**src/verilog/dtr_pkg.sv**
```systemverilog
// Constants, types and layouts for the dual temperature readout block.
// Assumes a shared ADC and an outside serial bus slave that reads registers.
//
// Behaviour
// Local result is a 10-bit two's complement value.
// Local result LSB weighs a quarter degree Celsius.
// Remote result is an 11-bit two's complement value.
// Remote result LSB weighs an eighth degree Celsius.
// Integer part of both channels is an 8-bit two's complement byte.
// Remote fraction is a 3-bit unsigned code in eighths of a degree.
// Local fraction is a 2-bit unsigned code in quarters of a degree.
// Fraction bits of both channels sit together in register 0x06.
// Remote result is the average of 16 consecutive measurement cycles.
// One remote measurement takes a nominal 9.6 ms.
// Remote range spans -127 to +127.75 degrees in eighth steps.
// Remote bias switches between base current and a multiple of it.
// Remote short or open at power-up sets a sticky uncleared error flag.
// Integer and fraction of a channel update together, never mixed.
package dtr_pkg;

    // ****************************************************************
    // Timing
    // ****************************************************************
    localparam int CLK_PERIOD_NS = 50;
    localparam int MEAS_TIME_NS = 9_600_000;
    localparam int MEAS_CYCLES = MEAS_TIME_NS / CLK_PERIOD_NS;
    localparam int SUB_COUNT = 16;
    localparam int TMR_W = 18;

    // ****************************************************************
    // Register map
    // ****************************************************************
    localparam logic [7:0] ADDR_STATUS1 = 8'h02;
    localparam logic [7:0] ADDR_EXT_FRAC = 8'h06;
    localparam logic [7:0] ADDR_LOCAL_INT = 8'h0A;
    localparam logic [7:0] ADDR_REMOTE_INT = 8'h0B;
    localparam int STAT_DIODE_ERR_BIT = 5;
    localparam int EXT_REMOTE_LSB = 5;
    localparam int EXT_LOCAL_LSB = 0;
    localparam logic [7:0] REG_RESET = 8'h00;

    // ****************************************************************
    // Data formats
    // ****************************************************************
    localparam int LOCAL_W = 10;
    localparam int REMOTE_W = 11;
    localparam int LOCAL_FRAC_W = 2;
    localparam int REMOTE_FRAC_W = 3;
    localparam int ACC_W = 15;
    localparam logic signed [REMOTE_W-1:0] REMOTE_MIN = 11'sh408;
    localparam logic signed [REMOTE_W-1:0] REMOTE_MAX = 11'sh3FE;

    typedef enum logic [1:0] {
        DTR_ST_SUB = 2'b00,
        DTR_ST_RCONV = 2'b01,
        DTR_ST_RAVG = 2'b10,
        DTR_ST_LCONV = 2'b11
    } dtr_state_e;

    typedef struct packed {
        logic start;
        logic remote;
    } dtr_adc_req_s;

    typedef struct packed {
        logic done;
        logic signed [REMOTE_W-1:0] data;
    } dtr_adc_rsp_s;

endpackage : dtr_pkg

```
**src/verilog/dtr_avg.sv**
```systemverilog
// Sixteen-sample averager for the remote channel.
// Assumes one add pulse per sample and a last flag on the final one.
`timescale 1ns/1ps

module dtr_avg
    import dtr_pkg::*;
(
    input wire logic mclk,
    input wire logic sys_rst,
    input wire logic add_en,
    input wire logic last,
    input wire logic signed [REMOTE_W-1:0] sample,
    output logic signed [REMOTE_W-1:0] avg,
    output logic avg_valid
);

    typedef struct packed {
        logic signed [ACC_W-1:0] sum;
        logic signed [REMOTE_W-1:0] avg;
        logic valid;
    } dtr_avg_s;

    dtr_avg_s st_r;
    dtr_avg_s st_nxt;
    logic signed [ACC_W-1:0] total;
    logic signed [ACC_W-1:0] mean;

    always_comb
    begin
        st_nxt = st_r;
        st_nxt.valid = 1'b0;
        total = st_r.sum + ACC_W'(sample);
        mean = total >>> 4;
        if (add_en)
        begin
            st_nxt.sum = total;
            if (last)
            begin
                st_nxt.sum = '0;
                st_nxt.valid = 1'b1;
                // Clamp keeps a noisy average inside the reportable span
                if (mean < ACC_W'(REMOTE_MIN))
                    st_nxt.avg = REMOTE_MIN;
                else if (mean > ACC_W'(REMOTE_MAX))
                    st_nxt.avg = REMOTE_MAX;
                else
                    st_nxt.avg = mean[REMOTE_W-1:0];
            end
        end
    end

    always_ff @(posedge mclk)
    begin
        if (sys_rst)
            st_r <= '0;
        else
            st_r <= st_nxt;
    end

    assign avg = st_r.avg;
    assign avg_valid = st_r.valid;
endmodule : dtr_avg

```
**src/verilog/dtr_readout.sv**
```systemverilog
// Readout sequencer, formatter and register file for both channels.
// Assumes a shared ADC answering each start with one done pulse, and an
// outside bus slave presenting a register address.
`timescale 1ns/1ps

module dtr_readout
    import dtr_pkg::*;
#(
    parameter int MEAS_CYC = MEAS_CYCLES
)
(
    input wire logic mclk,
    input wire logic sys_rst,
    input dtr_adc_rsp_s adc_rsp,
    input wire logic diode_fault,
    input wire logic [7:0] reg_addr,
    output dtr_adc_req_s adc_req,
    output logic bias_high,
    output logic [7:0] reg_rd_data,
    output logic diode_error
);

    // ****************************************************************
    // Sub-cycle timing
    // ****************************************************************
    // Measurement time is shared evenly between the 16 sub-cycles
    localparam int SUB_CYC = MEAS_CYC / SUB_COUNT;
    localparam logic [TMR_W-1:0] SUB_LAST = TMR_W'(SUB_CYC - 1);
    localparam logic [TMR_W-1:0] HALF = TMR_W'(SUB_CYC / 2);

    typedef struct packed {
        dtr_state_e st;
        logic [TMR_W-1:0] tmr;
        logic [3:0] idx;
        logic bias_hi;
        logic adc_start;
        logic adc_remote;
        logic [7:0] l_int;
        logic [LOCAL_FRAC_W-1:0] l_frac;
        logic [7:0] r_int;
        logic [REMOTE_FRAC_W-1:0] r_frac;
        logic diode_err;
        logic powerup;
        logic [7:0] rd_data;
    } dtr_state_s;

    dtr_state_s st_r;
    dtr_state_s st_nxt;
    logic acc_add;
    logic acc_last;
    logic signed [REMOTE_W-1:0] avg;
    logic avg_valid;
    logic [7:0] ext_frac;

    dtr_avg dtr_avg_inst (
        .mclk(mclk),
        .sys_rst(sys_rst),
        .add_en(acc_add),
        .last(acc_last),
        .sample(adc_rsp.data),
        .avg(avg),
        .avg_valid(avg_valid)
    );

    always_comb
    begin
        ext_frac = '0;
        ext_frac[EXT_REMOTE_LSB +: REMOTE_FRAC_W] = st_r.r_frac;
        ext_frac[EXT_LOCAL_LSB +: LOCAL_FRAC_W] = st_r.l_frac;
    end

    // ****************************************************************
    // Sequencer and formatter
    // ****************************************************************
    always_comb
    begin
        st_nxt = st_r;
        st_nxt.adc_start = 1'b0;
        acc_add = 1'b0;
        acc_last = 1'b0;
        unique case (st_r.st)
            DTR_ST_SUB:
            begin
                // Base current first half, multiplied current second half
                st_nxt.tmr = st_r.tmr + TMR_W'(1);
                st_nxt.bias_hi = (st_nxt.tmr >= HALF);
                if (st_r.tmr == SUB_LAST)
                begin
                    st_nxt.tmr = '0;
                    st_nxt.bias_hi = 1'b0;
                    st_nxt.adc_start = 1'b1;
                    st_nxt.adc_remote = 1'b1;
                    st_nxt.st = DTR_ST_RCONV;
                end
            end
            DTR_ST_RCONV:
            begin
                if (adc_rsp.done)
                begin
                    acc_add = 1'b1;
                    acc_last = (st_r.idx == 4'hF);
                    st_nxt.idx = st_r.idx + 4'h1;
                    st_nxt.st = acc_last ? DTR_ST_RAVG : DTR_ST_SUB;
                end
                // A fault seen during the first measurement is latched
                if (st_r.powerup && diode_fault)
                    st_nxt.diode_err = 1'b1;
            end
            DTR_ST_RAVG:
            begin
                if (avg_valid)
                begin
                    // Integer and fraction committed in one edge
                    st_nxt.r_int = avg[REMOTE_W-1:REMOTE_FRAC_W];
                    st_nxt.r_frac = avg[REMOTE_FRAC_W-1:0];
                    st_nxt.powerup = 1'b0;
                    st_nxt.adc_start = 1'b1;
                    st_nxt.adc_remote = 1'b0;
                    st_nxt.st = DTR_ST_LCONV;
                end
            end
            DTR_ST_LCONV:
            begin
                if (adc_rsp.done)
                begin
                    st_nxt.l_int =
                        adc_rsp.data[LOCAL_W-1:LOCAL_FRAC_W];
                    st_nxt.l_frac =
                        adc_rsp.data[LOCAL_FRAC_W-1:0];
                    st_nxt.st = DTR_ST_SUB;
                end
            end
        endcase

        // Read data is registered: one cycle from address to data
        unique case (reg_addr)
            ADDR_STATUS1:
            begin
                st_nxt.rd_data = '0;
                st_nxt.rd_data[STAT_DIODE_ERR_BIT] = st_r.diode_err;
            end
            ADDR_EXT_FRAC: st_nxt.rd_data = ext_frac;
            ADDR_LOCAL_INT: st_nxt.rd_data = st_r.l_int;
            ADDR_REMOTE_INT: st_nxt.rd_data = st_r.r_int;
            default: st_nxt.rd_data = '0;
        endcase
    end

    always_ff @(posedge mclk)
    begin
        if (sys_rst)
        begin
            st_r <= '0;
            st_r.st <= DTR_ST_SUB;
            st_r.powerup <= 1'b1;
        end
        else
            st_r <= st_nxt;
    end

    assign adc_req.start = st_r.adc_start;
    assign adc_req.remote = st_r.adc_remote;
    assign bias_high = st_r.bias_hi;
    assign reg_rd_data = st_r.rd_data;
    assign diode_error = st_r.diode_err;
endmodule : dtr_readout

```
**config.mk**
```make
export PLATFORM = sky130hd
export DESIGN_NAME = dtr_readout
export DESIGN_NICKNAME = d
export VERILOG_FILES = /design/src/verilog/dtr_pkg.sv /design/src/verilog/dtr_avg.sv /design/src/verilog/dtr_readout.sv
export SDC_FILE = /design/constraint.sdc
export NUM_CORES = 1
export LEC_CHECK = 0
export ABC_AREA = 1
export CAP_MARGIN = 20
export CORE_MARGIN = 2
export CORE_UTILIZATION = 58
export DETAILED_ROUTE_END_ITERATION = 8
export DONT_BUFFER_PORTS = 1
export PLACE_DENSITY = 0.76
export SYNTH_ARGS = -nofsm -noshare
export SYNTH_HDL_FRONTEND = slang
export SYNTH_HIERARCHICAL = 1
export SYNTH_SLANG_ARGS = --single-unit
```
**constraint.sdc**
```tcl
create_clock -name mclk -period 1.8 [get_ports mclk]
set_clock_uncertainty 0.05 [all_clocks]
set_input_delay 0.27 -clock mclk [delete_from_list [all_inputs] [get_ports mclk]]
set_output_delay 0.27 -clock mclk [all_outputs]
set_load 0.02 [all_outputs]
```
==> impl_results.md <==
* Worst Tran Pin Value at roughly 0.67 ns
* Kind of critical path: reg -> reg
* Buf+Inv Stages, Crit Path at 0
* Crit Path Max Fanout at 4
* Leak Pwr at ~2.6 nW
* Yosys warns at 6
* Worst Setup Start Kind: flip-flop
* Die height at around 96 um
* Worst hold slack at -0.0861 ns
* Layout cells sized above 1 at between 20% and 30%
* Routed vias/inst at roughly 5.4
* CTS H-tree lvls at 3
* Worst path slowest cell: dfxtp_2
* Part of the cycle the worst path needs at 113%
* GR Overflow Total at 0
* Routed WL at 13000 um
* Fmax at ~0.49 GHz
* RSZ-0062 raised after global routing: yes
* NumNets Final at around 820
* Core area at 0.00822 mm^2
* Main synth FF type: dfxtp_1
* Fin. Hold Viols at 45
* Commonest non-fill, non-tap cells in the layout: nand2_1 (187), inv_1 (100), a21oi_1 (70), dfxtp_1 (68), buf_4 (60)
* Post-route cell area at around 0.0060 mm^2
* Sequential cell area at 0.00173 mm^2
* CP cell instances: ha_4, fa_2, nand3_2, nand3_4, nand2_2, nand2_4, xor2_1, nand2_1, nor2_1, nand3_1, nand4_1, a21oi_1
* Final HPWL DP at roughly 9000 um
* Cell area after synthesis at between 0.004 and 0.005 mm^2
* Crit. End Element: flip-flop
* Pwr Density at ~580 mW/mm^2
* Ant diodes at 0
* Placer Congestion at ~0.95
* Area contributors post-synth: dfxtp_1 (35%), nand2_1 (16%), a21oi_1 (8.0%), inv_1 (7.8%), nand3_1 (4.6%)
* Remaining antenna violation count at 0
* Finished Layout Cells at 893
* Outcome: complete, but fails checks
* Most common cell after layout, fill and taps aside: nand2_1
* Syn-to-layout area delta at 22.9%
* Period minus WS final at ~2.0 ns
* Clk buf depth at 2
* # setup viols final at 7
* Dpl ws at -0.426 ns
* TritonCTS clock tree: built
* Crit-path leading delay family: simple AND/OR/NAND/NOR gates
* Post-synth top area share at roughly a third
* Max-cap viol count at 0
* Rows at 33
* Initial Util at between 50% and 60%
* Via count at between 4000 and 5000
* PortBufs at 0
* Synthesis-stage register bit count at between 80 and 90
* Clock Latency Late Sink at 0.36 ns
* Critical path's largest stage delay at approximately 0.35 ns
* Initial DRC Count at between 200 and 300
* Post-synthesis sequential area ratio at a little over a third
* Residual DRC at 0
* CP Data Required Time at approximately 2 ns
* Vias in the first global route at between 4000 and 5000
* Routed wire length per instance at approximately 15 um
* WP data arrival at ~2.2 ns
* CTS sink cnt at between 80 and 90
* GRT Total Usage at 27.9%
* Post-synth top area cell: dfxtp_1
* Final Max Tran Viols at 0
* Cts bufs inserted at 9
* Post-Synthesis Net Count at between 700 and 800
* # hold bufs at CTS at 2
* PnR worst setup slack at -0.232 ns
* Area of the multi-input gates at approximately 0.0030 mm^2
* Max_slew headroom at around 56%
* Post-DP Area at 0.00523 mm^2
* Largest net degree at the start of global routing at between 50 and 60
* Die X at roughly 96 um
* Clock-pin slew on the worst setup and hold paths at about 0.10 ns
* Root buffer cell: clkbuf_8
* Avg Cell Area, Syn at 6.61 um^2
* Failing checks: negative hold slack, negative setup slack
* Number of synthesized flops with an enable pin at 0
* Pre-Repair DR Iteration Count at 5
* Max VDD drop at 0.334 mV
* Initial antenna violation count at 0
* Die area at ~0.009 mm^2
* Hold Crit Class: in -> reg
* Post-synth cell types at 39
* Inst Count DP at 862
* Post-synthesis instance total at 742
* Post-layout util at about 73%
* Global-route wire length before repair at approximately 20000 um
* Fill count at around 640
* IO Pins at 35
* Ys async rst share at 0%
-- path summary, 6_finish.rpt --
path / start / endpoint / slack [ns] / cells after the start
setup reg to reg: dtr_avg_inst/st_r[12] / dtr_avg_inst/avg[0] / -0.23 / 12
hold reg to reg: st_r[8] / st_r[8] / 0.40 / 2
hold / removal: sys_rst / dtr_avg_inst/st_r[22] / -0.09 / 1
setup / recovery: dtr_avg_inst/st_r[12] / dtr_avg_inst/avg[0] / -0.23 / 12
-- metrics by stage --
stage	hold WS (ns)	TNS, ns	total power, W
2_1_floorplan	0.289	-0.270	0.00207
3_3_place_gp	0.295	-2.84	0.00213
3_5_place_dp	0.297	-4.34	0.00213
4_1_cts	-0.0873	-0.697	0.00347
5_1_grt	-0.0978	-2.56	0.00361
6_report	-0.0861	-1.13	0.00350
-- layer usage --
layer	up-vias	wire, um	part of all wire [%]	track usage [%]
met5	-	0	0	0
met4	0	250	1.9	8.33
met3	26	666	5.1	4.46
met2	145	6580	51	50.3
met1	2252	5460	42	34.0
li1	2439	-	-	-
-- power by group --
group / switching (W) / total [W] / internal (W)
logic: 0.000136 / 0.000254 / 0.000118
clock network: 0.000802 / 0.00135 / 0.000549
registers: 0.00000671 / 0.00189 / 0.00188
total: 0.000945 / 0.00350 / 0.00255
-- synthesized netlist by cell type (2+ instances only) --
master,n
nor2_2,8
o21ai_0,28
o21ai_1,4
ha_1,17
buf_2,4
o211ai_1,2
nand3_1,45
xor2_1,5
xnor2_1,2
and2_1,3
nor3_1,5
buf_4,22
inv_1,102
nor3_2,2
dfxtp_1,85
nor4_1,3
nand2_2,12
o22ai_1,7
inv_2,3
nor2_1,48
nand2_1,212
a21oi_1,78
clkbuf_1,10
nor2_4,3
nand4_1,14
nand3_2,5
-- logic make-up after synthesis --
kind of cell               after synthesis  synth area share [%]
and+or+nand+nor                        363                  33.1
buffers and inverters                  144                  12.8
AOI/OAI and AO/OA                      125                  13.3
DFF                                     85                  34.7
adders and majority gates               18                  4.75
xor gates and xnor gates                 7                  1.25
-- registers in the layout (all words and copies together) (netlist names), named ones only --
signal                  count
adc_req                     2
bias_high                   1
diode_error                 1
dtr_avg_inst/avg           11
dtr_avg_inst/avg_valid      1
dtr_avg_inst/st_r          15
ext_frac                    5
reg_rd_data                 8
st_r                       40
-- cell type report --
cell class                 instances  area share (%)
clock inverter                     7            1.31
multi-input combinational        513            50.2
sequential                        85            28.6
inverter                         106            6.69
tap                              105            2.18
clock buffer                       9            2.06
timing repair buffer              68            8.93
-- repair_timing --
action                                  in CTS  in global routing
endpoints found under the setup margin      24                 29
pin swaps                                   11                 19
buffers inserted                             2                 13
hold endpoints to repair                    48                 45
resized for setup                           30                 80
No activity file was read; power rests on OpenSTA's default activity.
